==> src/hdl/reset_source_pkg.sv <==
// Shared constants and carrier types for the reset source logic
package reset_source_pkg;

  // Core clock period
  localparam int CLK_PERIOD_NS = 10;

  // Reset cause register address and width
  localparam logic [7:0] CAUSE_REG_ADDR  = 8'hef;
  localparam int         CAUSE_REG_WIDTH = 8;

  // Field positions inside the reset cause register
  localparam int BIT_PIN    = 0;
  localparam int BIT_POR    = 1;
  localparam int BIT_MCD    = 2;
  localparam int BIT_WDT    = 3;
  localparam int BIT_SW     = 4;
  localparam int BIT_CMP    = 5;
  localparam int BIT_FERR   = 6;
  localparam int BIT_UNUSED = 7;

  // Flag value after power-on: only the power-on flag set
  localparam logic [7:0] FLAGS_POR = 8'h02;
  localparam logic [7:0] FLAGS_NONE = 8'h00;

  // Watchdog prescaler: core clock divided by twelve
  localparam int WD_PRESCALE = 12;

  // Missing-clock timeout, longest time, rounded down
  localparam int MCD_TIMEOUT_NS  = 1000;
  localparam int MCD_TIMEOUT_RAW = MCD_TIMEOUT_NS / CLK_PERIOD_NS;
  localparam int MCD_TIMEOUT_CYC = (MCD_TIMEOUT_RAW < 1) ? 1 : MCD_TIMEOUT_RAW;

  // Least time a system reset is held, rounded up
  localparam int RESET_HOLD_NS  = 200;
  localparam int RESET_HOLD_CYC = (RESET_HOLD_NS + CLK_PERIOD_NS - 1) / CLK_PERIOD_NS;

  // Default start of the reserved flash region
  localparam logic [15:0] RESERVED_BASE_DEF = 16'hf000;

  // Sequencer states
  typedef enum logic {
    SEQ_RUN,
    SEQ_HOLD
  } seq_state_t;

  // Special-function register access from the core
  typedef struct packed {
    logic [7:0] addr;
    logic       wr;
    logic       rd;
    logic [7:0] wdata;
  } sfr_req_t;

  // One flash-related access from the core
  typedef struct packed {
    logic [15:0] addr;
    logic        xdata_wr;
    logic        code_rd;
    logic        fetch;
    logic        erase;
    logic        store_wr_en;
    logic        sec_deny;
  } flash_acc_t;

endpackage : reset_source_pkg

==> src/hdl/clock_loss_detector.sv <==
// Missing-clock one-shot on a sampled clock level
`timescale 1ns/10ps
module clock_loss_detector
  import reset_source_pkg::*;
#(
  parameter int TIMEOUT_CYCLES = MCD_TIMEOUT_CYC
) (
  // Clock and reset
  input  wire logic clk_i,
  input  wire logic srst_i,
  // Control and monitored level
  input  wire logic enable_i,
  input  wire logic mon_clk_i,
  // Timeout pulse
  output logic      timeout_o
);

  localparam int CW = $clog2(TIMEOUT_CYCLES + 1);
  localparam logic [CW-1:0] LIMIT = CW'(TIMEOUT_CYCLES);

  initial begin
    if (TIMEOUT_CYCLES < 1) $error("TIMEOUT_CYCLES must be at least 1");
  end

  logic          last_r;
  logic [CW-1:0] same_r;

  always_ff @(posedge clk_i) begin
    last_r <= srst_i ? 1'b0 : mon_clk_i;
  end

  // Any edge retriggers the one-shot
  always_ff @(posedge clk_i) begin
    if (srst_i || !enable_i || (mon_clk_i != last_r) || timeout_o) begin
      same_r    <= '0;
      timeout_o <= 1'b0;
    end else begin
      same_r    <= same_r + CW'(1);
      timeout_o <= (same_r == LIMIT - CW'(1));
    end
  end

endmodule // clock_loss_detector

==> src/hdl/reset_source_logic.sv <==
// Reset source collection, sequencing and cause register
//
// Functional notes
// RULE1: Writing one to bit 5 enables comparator as reset source.
// RULE2: Enabled comparator low output forces system reset.
// RULE3: Bit 5 reads one only after comparator reset.
// RULE4: Software enables comparator and waits to settle before enabling reset.
// RULE5: Internal resets never touch the external reset pin.
// RULE6: Watchdog comes up enabled after any reset, clocked core clock/12.
// RULE7: Watchdog overflow resets and sets bit 3.
// RULE8: Flash write-enabled data write at reserved address resets.
// RULE9: Code read at reserved address resets.
// RULE10: Fetch or branch into reserved region resets.
// RULE11: Security-forbidden flash access resets.
// RULE12: Flash access without high-threshold enabled supply monitor resets.
// RULE13: Bit 6 reads one after flash error reset; read-only.
// RULE14: Writing one to bit 4 forces reset; reads one afterwards.
// RULE15: Bit 2 enables clock-loss detector; reads one after its reset.
// RULE16: Bit 1 enables supply monitor reset; reads one after power-on.
// RULE17: Software enables supply monitor only once it is stable.
// RULE18: Bit 0 read-only, one after external pin reset.
// RULE19: Software avoids read-modify-write on the cause register.
// RULE20: Stuck clock level resets; writing zero disables detector.
// RULE21: Low pin holds reset; pin flag set on leaving it. The code sets the cause flags on entry to the reset instead.
// RULE22: Level select zero low, one high; high needed for flash.
// RULE23: Each reset leaves only the newest cause flag set.
// RULE24: Bit 7 reads zero, ignores writes.
`timescale 1ns/10ps
module reset_source_logic
  import reset_source_pkg::*;
#(
  parameter logic [15:0] RESERVED_BASE  = RESERVED_BASE_DEF,
  parameter int          WD_WIDTH       = 8,
  parameter int          HOLD_CYCLES    = RESET_HOLD_CYC,
  parameter int          MCD_CYCLES     = MCD_TIMEOUT_CYC
) (
  // Clock and power-on clear
  input  wire logic       clk_i,
  input  wire logic       srst_i,
  // Register access from the core
  input  wire sfr_req_t   sfr_i,
  output logic [7:0]      sfr_rdata_o,
  // Reset sources
  input  wire logic       pin_rst_n_i,
  input  wire logic       cmp_out_i,
  input  wire logic       supply_trip_i,
  input  wire logic       supply_monitor_level_i,
  input  wire logic       core_clock_i,
  input  wire flash_acc_t flash_i,
  // Watchdog control from the counter array
  input  wire logic       wd_kick_i,
  input  wire logic       wd_disable_i,
  // Status and system reset
  output logic            sys_reset_o,
  output logic            wd_enabled_o,
  output logic            cmp_reset_en_o,
  output logic            mcd_en_o,
  output logic            supply_reset_en_o
);

  localparam int HW = $clog2(HOLD_CYCLES + 1);
  localparam logic [HW-1:0] HOLD_LOAD = HW'(HOLD_CYCLES - 1);

  initial begin
    if (HOLD_CYCLES < 1) $error("HOLD_CYCLES must be at least 1");
    if (MCD_CYCLES < 1) $error("MCD_CYCLES must be at least 1");
    if (WD_WIDTH < 2) $error("WD_WIDTH must be at least 2");
    // A zero base would turn every flash access into an error reset
    if (RESERVED_BASE == 16'h0000) $error("RESERVED_BASE leaves no user flash");
  end

  // Highest-priority request wins; the result is one-hot
  function automatic logic [7:0] pick_cause(input logic [7:0] req);
    logic [7:0] one;
    one = FLAGS_NONE;
    if (req[BIT_POR]) begin
      one[BIT_POR] = 1'b1;
    end else if (req[BIT_PIN]) begin
      one[BIT_PIN] = 1'b1;
    end else if (req[BIT_MCD]) begin
      one[BIT_MCD] = 1'b1;
    end else if (req[BIT_FERR]) begin
      one[BIT_FERR] = 1'b1;
    end else if (req[BIT_WDT]) begin
      one[BIT_WDT] = 1'b1;
    end else if (req[BIT_CMP]) begin
      one[BIT_CMP] = 1'b1;
    end else if (req[BIT_SW]) begin
      one[BIT_SW] = 1'b1;
    end
    return one;
  endfunction

  seq_state_t    state_r;
  seq_state_t    state_nxt;
  logic [HW-1:0] hold_r;
  logic [HW-1:0] hold_nxt;
  logic [7:0]    flags_r;
  logic [7:0]    req;
  logic          cmp_en_r;
  logic          mcd_en_r;
  logic          vdm_en_r;
  logic          reg_sel;
  logic          reg_wr;
  logic          wd_overflow;
  logic          mcd_timeout;
  logic          in_reserved;
  logic          store_wr;
  logic          flash_op;
  logic          flash_err;
  logic          sub_srst;

  assign reg_sel = (sfr_i.addr == CAUSE_REG_ADDR);
  // Writes during reset are dropped; the core is not running then
  assign reg_wr  = reg_sel && sfr_i.wr && (state_r == SEQ_RUN);
  // Submodules restart on power-on and on every system reset
  assign sub_srst = srst_i || sys_reset_o;

  watchdog_timer #(
    .WD_WIDTH (WD_WIDTH)
  ) u_wdt (
    .clk_i      (clk_i),
    .srst_i     (sub_srst),        // [RULE6]
    .kick_i     (wd_kick_i),
    .disable_i  (wd_disable_i),
    .enabled_o  (wd_enabled_o),
    .overflow_o (wd_overflow)
  );

  clock_loss_detector #(
    .TIMEOUT_CYCLES (MCD_CYCLES)
  ) u_mcd (
    .clk_i     (clk_i),
    .srst_i    (sub_srst),
    .enable_i  (mcd_en_r),         // [RULE20]
    .mon_clk_i (core_clock_i),
    .timeout_o (mcd_timeout)
  );

  // Flash error decode
  assign in_reserved = (flash_i.addr >= RESERVED_BASE);
  assign store_wr    = flash_i.xdata_wr && flash_i.store_wr_en;
  assign flash_op    = store_wr || flash_i.code_rd || flash_i.erase;

  always_comb begin
    flash_err = 1'b0;
    // Erase is a write too, so it is refused above user space as well
    if ((store_wr || flash_i.erase) && in_reserved) begin
      flash_err = 1'b1;                                    // [RULE8]
    end
    if (flash_i.code_rd && in_reserved) begin
      flash_err = 1'b1;                                    // [RULE9]
    end
    if (flash_i.fetch && in_reserved) begin
      flash_err = 1'b1;                                    // [RULE10]
    end
    if (flash_op && flash_i.sec_deny) begin
      flash_err = 1'b1;                                    // [RULE11]
    end
    // High threshold is level select one
    if (flash_op && !(supply_monitor_level_i && vdm_en_r)) begin
      flash_err = 1'b1;                                    // [RULE12] [RULE22]
    end
  end

  // Gather requests into cause-bit positions
  always_comb begin
    req              = FLAGS_NONE;
    req[BIT_PIN]     = !pin_rst_n_i;                       // [RULE21]
    req[BIT_POR]     = vdm_en_r && supply_trip_i;          // [RULE16]
    req[BIT_MCD]     = mcd_timeout;                        // [RULE15] [RULE20]
    req[BIT_WDT]     = wd_overflow;                        // [RULE7]
    req[BIT_SW]      = reg_wr && sfr_i.wdata[BIT_SW];      // [RULE14]
    req[BIT_CMP]     = cmp_en_r && !cmp_out_i;             // [RULE2]
    req[BIT_FERR]    = flash_err;
  end

  // Sequencer: hold the system reset for a least time, longer while pin low
  always_comb begin
    state_nxt = state_r;
    hold_nxt  = hold_r;
    case (state_r)
      SEQ_RUN: begin
        if (|req) begin
          state_nxt = SEQ_HOLD;
          hold_nxt  = HOLD_LOAD;
        end
      end
      SEQ_HOLD: begin
        if (!pin_rst_n_i) begin
          hold_nxt = HOLD_LOAD;                            // [RULE21]
        end else if (hold_r == '0) begin
          state_nxt = SEQ_RUN;
        end else begin
          hold_nxt = hold_r - HW'(1);
        end
      end
      default: begin
        state_nxt = SEQ_RUN;
        hold_nxt  = '0;
      end
    endcase
  end

  always_ff @(posedge clk_i) begin
    if (srst_i) begin
      state_r <= SEQ_HOLD;
      hold_r  <= HOLD_LOAD;
    end else begin
      state_r <= state_nxt;
      hold_r  <= hold_nxt;
    end
  end

  // Only an internal system reset is driven; the pin has no driver here
  always_ff @(posedge clk_i) begin
    if (srst_i) begin
      sys_reset_o <= 1'b1;
    end else begin
      sys_reset_o <= (state_nxt == SEQ_HOLD);              // [RULE5]
    end
  end

  // Cause flags: replaced as a whole on entry to each reset
  always_ff @(posedge clk_i) begin
    if (srst_i) begin
      flags_r <= FLAGS_POR;                                // [RULE16]
    end else if ((state_r == SEQ_RUN) && (|req)) begin
      flags_r <= pick_cause(req);                          // [RULE23] [RULE3] [RULE13] [RULE18]
    end
  end

  // Comparator enable; cleared so a held-low output cannot loop resets
  always_ff @(posedge clk_i) begin
    if (srst_i || sys_reset_o) begin
      cmp_en_r <= 1'b0;
    end else if (reg_wr) begin
      cmp_en_r <= sfr_i.wdata[BIT_CMP];                    // [RULE1]
    end
  end

  always_ff @(posedge clk_i) begin
    if (srst_i || sys_reset_o) begin
      mcd_en_r <= 1'b0;
    end else if (reg_wr) begin
      mcd_en_r <= sfr_i.wdata[BIT_MCD];                    // [RULE15] [RULE20]
    end
  end

  // Supply monitor stays a reset source across non-power-on resets
  always_ff @(posedge clk_i) begin
    if (srst_i) begin
      vdm_en_r <= 1'b1;
    end else if (reg_wr) begin
      vdm_en_r <= sfr_i.wdata[BIT_POR];                    // [RULE16]
    end
  end

  // Read port; the unused top bit always reads zero
  always_ff @(posedge clk_i) begin
    if (srst_i) begin
      sfr_rdata_o <= FLAGS_NONE;
    end else if (reg_sel && sfr_i.rd) begin
      sfr_rdata_o <= {1'b0, flags_r[BIT_UNUSED-1:0]};      // [RULE24]
    end else begin
      sfr_rdata_o <= FLAGS_NONE;
    end
  end

  always_ff @(posedge clk_i) begin
    if (srst_i) begin
      cmp_reset_en_o    <= 1'b0;
      mcd_en_o          <= 1'b0;
      supply_reset_en_o <= 1'b1;
    end else begin
      cmp_reset_en_o    <= cmp_en_r;
      mcd_en_o          <= mcd_en_r;
      supply_reset_en_o <= vdm_en_r;
    end
  end

endmodule // reset_source_logic

==> src/hdl/watchdog_timer.sv <==
// Counter-array watchdog, prescaled from the core clock
`timescale 1ns/10ps
module watchdog_timer
  import reset_source_pkg::*;
#(
  parameter int WD_WIDTH = 8
) (
  // Clock and reset
  input  wire logic clk_i,
  input  wire logic srst_i,
  // Software control
  input  wire logic kick_i,
  input  wire logic disable_i,
  // Status
  output logic      enabled_o,
  output logic      overflow_o
);

  localparam int PW = $clog2(WD_PRESCALE);
  localparam logic [PW-1:0] PRE_LAST = PW'(WD_PRESCALE - 1);

  initial begin
    if (WD_WIDTH < 2) $error("WD_WIDTH must be at least 2");
  end

  logic [PW-1:0]       pre_r;
  logic [WD_WIDTH-1:0] cnt_r;
  logic                tick;

  assign tick = (pre_r == PRE_LAST);

  always_ff @(posedge clk_i) begin
    if (srst_i || tick) begin
      pre_r <= '0;
    end else begin
      pre_r <= pre_r + PW'(1);
    end
  end

  // Any reset brings the watchdog back up armed
  always_ff @(posedge clk_i) begin
    if (srst_i) begin
      enabled_o <= 1'b1;
    end else if (disable_i) begin
      enabled_o <= 1'b0;
    end
  end

  always_ff @(posedge clk_i) begin
    if (srst_i || kick_i || !enabled_o) begin
      cnt_r      <= '0;
      overflow_o <= 1'b0;
    end else if (tick) begin
      cnt_r      <= cnt_r + WD_WIDTH'(1);
      overflow_o <= &cnt_r;
    end else begin
      overflow_o <= 1'b0;
    end
  end

endmodule // watchdog_timer

==> config.mk <==
export PLATFORM = sky130hd
export DESIGN_NAME = reset_source_logic
export DESIGN_NICKNAME = d
export VERILOG_FILES = /design/src/hdl/reset_source_pkg.sv /design/src/hdl/clock_loss_detector.sv /design/src/hdl/reset_source_logic.sv /design/src/hdl/watchdog_timer.sv
export SDC_FILE = /design/constraint.sdc
export NUM_CORES = 1
export LEC_CHECK = 0
export BUFFER_PORTS_ARGS = -buffer_cell sky130_fd_sc_hd__clkbuf_2
export CAP_MARGIN = 20
export CORE_UTILIZATION = 51
export DETAILED_ROUTE_END_ITERATION = 7
export PLACE_DENSITY = 0.89
export SLEW_MARGIN = 30
export SYNTH_ARGS = -nofsm -noshare
export SYNTH_HDL_FRONTEND = slang
export SYNTH_HIERARCHICAL = 1
export SYNTH_SLANG_ARGS = --single-unit
==> constraint.sdc <==
create_clock -name clk_i -period 1.8 [get_ports clk_i]
set_input_delay 0.27 -clock clk_i [delete_from_list [all_inputs] [get_ports clk_i]]
set_output_delay 0.27 -clock clk_i [all_outputs]
set_load 0.1 [all_outputs]
Word-level counts from Yosys, hierarchy flattened

Index checks and enable logic that the tools add are counted.

Register bits after elaboration: 50
Latch bits: 0
Bits in writable memories: 0
Bits in read-only memories: 0
Input port bits: 49
Output and inout port bits: 13
Memories kept: 0

Add/sub/neg operators: 4
Multipliers: 0
Divide/modulo/power cells: 0
Magnitude comparators: 1
Eq/ne operators: 6
Shift operators: 0
Multiplexer cells: 27
Bitwise logic cells: 3
Reductions and logical operators: 35

Operators with widths:

| operator             | number |
|---|---|
| $mux 5               | 5 |
| $mux 1               | 17 |
| $ge 16x16->1 const B | 1 |
| $logic_and 1x1->1    | 14 |
| $logic_or 1x1->1     | 10 |
| $pmux 5 s2           | 1 |
| $add 8x1->8 const B  | 1 |
| $eq 8x8->1 const B   | 1 |
| $reduce_and 8->1     | 1 |
| $add 7x1->7 const B  | 1 |
| $eq 7x7->1 const B   | 1 |
| $reduce_or 7->1      | 1 |
| $logic_not 1->1      | 5 |
| $logic_not 5->1      | 1 |
| $sub 5x1->5 const B  | 1 |
| $add 4x1->4 const B  | 1 |
| $eq 4x4->1 const B   | 1 |
| $mux 4               | 1 |
| $reduce_or 2->1      | 2 |
| $mux 3               | 1 |
| $ne 3x3->1 const B   | 1 |
| $not 1->1            | 3 |
| $mux 2               | 1 |
| $ne 2x1->1 const B   | 1 |
| other kinds (3)      | 3 |

Longest topological paths before layout

Word-level depth: 12
Mapped depth: 7
Depth with buffers taken out: 7

Cells and area by module

Netlist, hierarchy kept.

Modules (own cells, without submodules):

| module              | instances | cells each | area an instance (um2) | seq. area each (um2) |
|---|---|---|---|---|
| reset_source_logic  | 1         | 118        | 1,132.3                | 520.5 |
| watchdog_timer      | 1         | 65         | 596.8                  | 280.3 |
| clock_loss_detector | 1         | 38         | 346.6                  | 180.2 |

Least setup slack after synthesis

Ideal clock, no wire load.

Path kind: reg2reg
Start: register sys_reset_o
End: register u_mcd.timeout_o
Setup time: 0.125 ns
Arrival: 2.042 ns
Required time: 1.675 ns
Setup slack: -0.367 ns
Stages on the path, launching flop included: 6
Buffers on the path: 0
Cell sequence: dfxtp_1 -> inv_1 -> nand2_1 -> nor2_1 -> nand3_1 -> nor4_1

Cells in the longest elaborated chain, start to end: 4

RTL lines:

| element                        | RTL line                  | source |
|---|---|---|
| start, declared                | reset_source_logic.sv:54  | `output logic sys_reset_o,` |
| start signal, assigned         | reset_source_logic.sv:220 | `sys_reset_o <= (state_nxt == SEQ_HOLD);` |
| $logic_or 1x1->1               | reset_source_logic.sv:117 | `assign sub_srst = srst_i \|\| sys_reset_o;` |
| via sub_srst                   | reset_source_logic.sv:111 | `logic sub_srst;` |
| $logic_or 1x1->1 (3 in series) | clock_loss_detector.sv:34 | `if (srst_i \|\| !enable_i \|\| (mon_clk_i != last_r) \|\| timeout_o) begin` |
| end signal, assigned           | clock_loss_detector.sv:39 | `timeout_o <= (same_r == LIMIT - CW'(1));` |
| end, declared                  | clock_loss_detector.sv:15 | `output logic timeout_o` |

The timed path passes the listed nets, and every way through them passes these cells.
A chain may end at the register's enable or synchronous reset.

Worst setup path in the final report

Start: register vdm_en_r
End: register hold_r[4]

Cells in the longest elaborated chain, start to end: 7
Elaborated cells on any way between the ends: 8

RTL lines:

| element                      | RTL line                  | source |
|---|---|---|
| start, declared              | reset_source_logic.sv:102 | `logic vdm_en_r;` |
| start signal, assigned       | reset_source_logic.sv:255 | `vdm_en_r <= sfr_i.wdata[BIT_POR];` |
| $logic_and 1x1->1            | reset_source_logic.sv:161 | `if (flash_op && !(supply_monitor_level_i && vdm_en_r)) begin` |
| $logic_not 1->1              | reset_source_logic.sv:161 |  |
| $logic_and 1x1->1            | reset_source_logic.sv:161 |  |
| $mux 1                       | reset_source_logic.sv:161 |  |
| $reduce_or 7->1 *            | reset_source_logic.sv:184 | `if (\|req) begin` |
| $ne 2x1->1 (no line) *       | -                         |  |
| $reduce_and 2->1 (no line) * | -                         |  |
| end signal, assigned         | reset_source_logic.sv:211 | `hold_r <= hold_nxt;` |
| end, declared                | reset_source_logic.sv:96  | `logic [HW-1:0] hold_r;` |

Mark *: on every way between the ends. The rest lies on a longest branch, timed or not.

==> results.toml <==
[detailed_routing]
drc_errors = 0
viasPerCell = 5.52
finalWirelength_mm = 4.05
first_pass_iters = 5
ant_nets = 0
num_vias = 1782
dr.first_iter.drc_count = 136
post_drt_wl_per_cell_microns = 12.5

[setup_path]
end_kind = "register"
worstSetupPathType = "register to register"
required_ns = 1.98
critical_path.max_fanout = 5
crit_path_start_kind = "register"
crit_arrival_ns = 1.85

[logic_synthesis]
synth_mux_area_frac = 0.0344
synth_top_area_frac = 0.473
synth_xor_area_frac = 0.0253
syn_nets = 276
synth_top_family_by_area = "simple AND/OR/NAND/NOR gates"
synthSimpleGateAreaFrac = 0.269
synth_compound_area_frac = 0.137
synth_async_sr_flop_share = 0
synthAdderAreaFrac = 0.0362
synthTopCellsByCount = "dfxtp_1 (49), nor2_1 (22), a21oi_1 (14), nand2_1 (14), o21ai_0 (10)"
avgSynthCellArea_sq_um = 9.39
synth_flop_cell = "dfxtp_1"
ys_types = 47
synth_top_area_cell = "dfxtp_1"
synthesis.area_sq_mm = 0.00208
synth-seq-cells = 49
synthTopCellsByArea = "dfxtp_1 (47%), nor2_1 (4.0%), ha_1 (3.6%)"
yosys_warnings = 6
netlist_instances = 221
synth-edff-count = 0
yosysMostFrequentCell = "dfxtp_1"
yosysSeqAreaShare = 0.473

[floorplanning]
initial_core_util = 0.550
ios = 62
die_w_microns = 65.8
rows = 22
die_area_sq_mm = 0.00433
core_area_sq_mm = 0.00377
die-height_microns = 65.8

[grt]
antenna_found_initial = 0
grt_overflow = 0
track_usage = 0.214
grt_pass1_vias = 1685
grt_pass1_wl_mm = 6.94
grt_max_degree = 16

[cells_and_area]
nNetsFinal = 329
fillers = 310
area_delta_synth_final_pct = 21.2
antennaDiodeCount = 0
drive_gt1_frac = 0.258

[placement]
hpwl_mm = 3.00
gp_congestion = 0.876
port_buffers = 44
place_ws_ns = 0.0467

[clock_network]
cts_buffer_depth = 2
cts_resized = 0
numClockSinks = 49
postCtsSetupBuffers = 0
worstSkewPairLatency_ns = 0.31
ctsHtreeMaxLevel = 2
cts-hold-fix-buffers = 0
cts_tree = "yes"
numCtsBuffers = 5
clk_pin_slew_ns = 0.09
root_buffer = "clkbuf_8"

[timing]
holdWs_ns = 0.199
fin_setup_tns_ns = 0
rsz0062_at_grt = "no"
setup_viol = 0
final_max_slew_viol_count = 0
fin_crit_sh = 0.924
hold_viol_final = 0
worstMarginPinSlew_ns = 0.539
fin_crit_ns = 1.66
max_slew_margin = 0.642
skew_ns = 0.00942
setup_ws_ns = 0.138
fmax_ghz = 0.602

[power]
seq_power_share = 0.520
p_int_w = 0.00168
p_sw_w = 0.000413
powerDensity_mw_per_mm2 = 832
vdd.ir_drop.worst_v = 0.000618
comb_power_share = 0.043
swShare = 0.197
clkPwrFrac = 0.436
p_leak_nw = 1.07

[hold_path]
hp-class = "input pin to register"

[job]
maxCapViolCount = 0

[run_status]
status = "finished clean"
## final cells by class
| cell class | count | area [sq um] | area share |
|---|---|---|---|
| Clock buffer | 5 | 68.8 | 0.0273 |
| Multi-Input combinational cell | 160 | 1040 | 0.415 |
| Tap cell | 48 | 60.1 | 0.0239 |
| Timing Repair Buffer | 50 | 265 | 0.105 |
| Inverter | 8 | 30.0 | 0.0119 |
| Sequential cell | 49 | 982 | 0.390 |
| Clock inverter | 3 | 65.1 | 0.0259 |
## power groups by stage
| stage | registers (W) | clock network, W | logic, W |
|---|---|---|---|
| final | 0.00109 | 0.000913 | 0.0000907 |
| after global routing | 0.00109 | 0.000979 | 0.000101 |
| after CTS | 0.00109 | 0.000933 | 0.0000914 |
| after detailed placement | 0.00112 | 0 | 0.0000904 |
| after global placement | 0.00111 | 0 | 0.0000881 |
| after floorplan | 0.00111 | 0 | 0.0000478 |
## worst max-delay path, cell delays in order (launching register included)
cell	delay (ns)
dfxtp_1	0.41
and3b_1	0.18
o21ai_1	0.13
a211o_4	0.40
nor3_4	0.26
o221ai_1	0.16
## cells in the final DEF (no fill, tap or decap), types with 2 or more instances in the layout
master,count
a32o_2,2
nor3b_1,4
xnor2_1,2
nand2b_1,5
nand2_1,14
xor2_1,4
nor2_1,22
nor2b_1,4
and2_1,7
nand4_1,3
clkbuf_8,5
o21ai_0,10
bufinv_16,2
or3_1,5
buf_4,6
o31ai_1,3
nand3_1,8
nor4_1,3
a21oi_1,14
clkbuf_2,44
inv_1,8
nand3b_1,2
nor3_1,7
dfxtp_1,48
nand4b_1,2
a31o_2,2
ha_1,6
or2_2,2
or4_1,2
mux2i_1,6
and4_1,4
## routing by layer
metal  vias to the layer above  track usage  share of wire
li1                        892            -              -
met1                       829        0.228           0.41
met2                        50        0.385           0.51
met3                        11       0.0655          0.056
met4                         0       0.0924          0.018
met5                         -            0              0
## sequential cells by signal (all words and copies together) (netlist names), 4 cells and up
signal and count:
hold_r 5, u_wdt/pre_r 4, u_mcd/same_r 7, u_wdt/cnt_r 8, sfr_rdata_o 7, flags_r 7
## cell families after synthesis
logic type | count (synthesis)
muxes | 7
xor gates and xnor gates | 6
and+or+nand+nor | 99
other | 1
adders and majority gates | 6
DFF | 49
AOI/OAI and AO/OA | 41
buffers and inverters | 12
## final timing paths
check	start	slack (ns)	cells after the start	endpoint
setup / recovery	vdm_en_r$_SDFFE_PP1N_	0.14	5	hold_r[4]$_SDFFE_PP1P_
hold / removal	sfr_i[5]	0.20	3	cmp_en_r$_SDFFE_PP0N_
setup reg to reg	vdm_en_r$_SDFFE_PP1N_	0.14	5	hold_r[4]$_SDFFE_PP1P_
hold reg to reg	flags_r[4]$_SDFFE_PP0P_	0.46	1	sfr_rdata_o[4]$_SDFF_PP0_
## through the flow
stage	util	area (sq um)	total power (W)	std cells
2_1_floorplan	-	2080	0.00116	221
3_3_place_gp	0.632	2380	0.00120	315
5_1_grt	0.667	2520	0.00217	323
6_report	0.667	2520	0.00209	323
3_5_place_dp	0.632	2380	0.00121	315
4_1_cts	0.667	2520	0.00211	323
(Power assumes the default switching activity.)
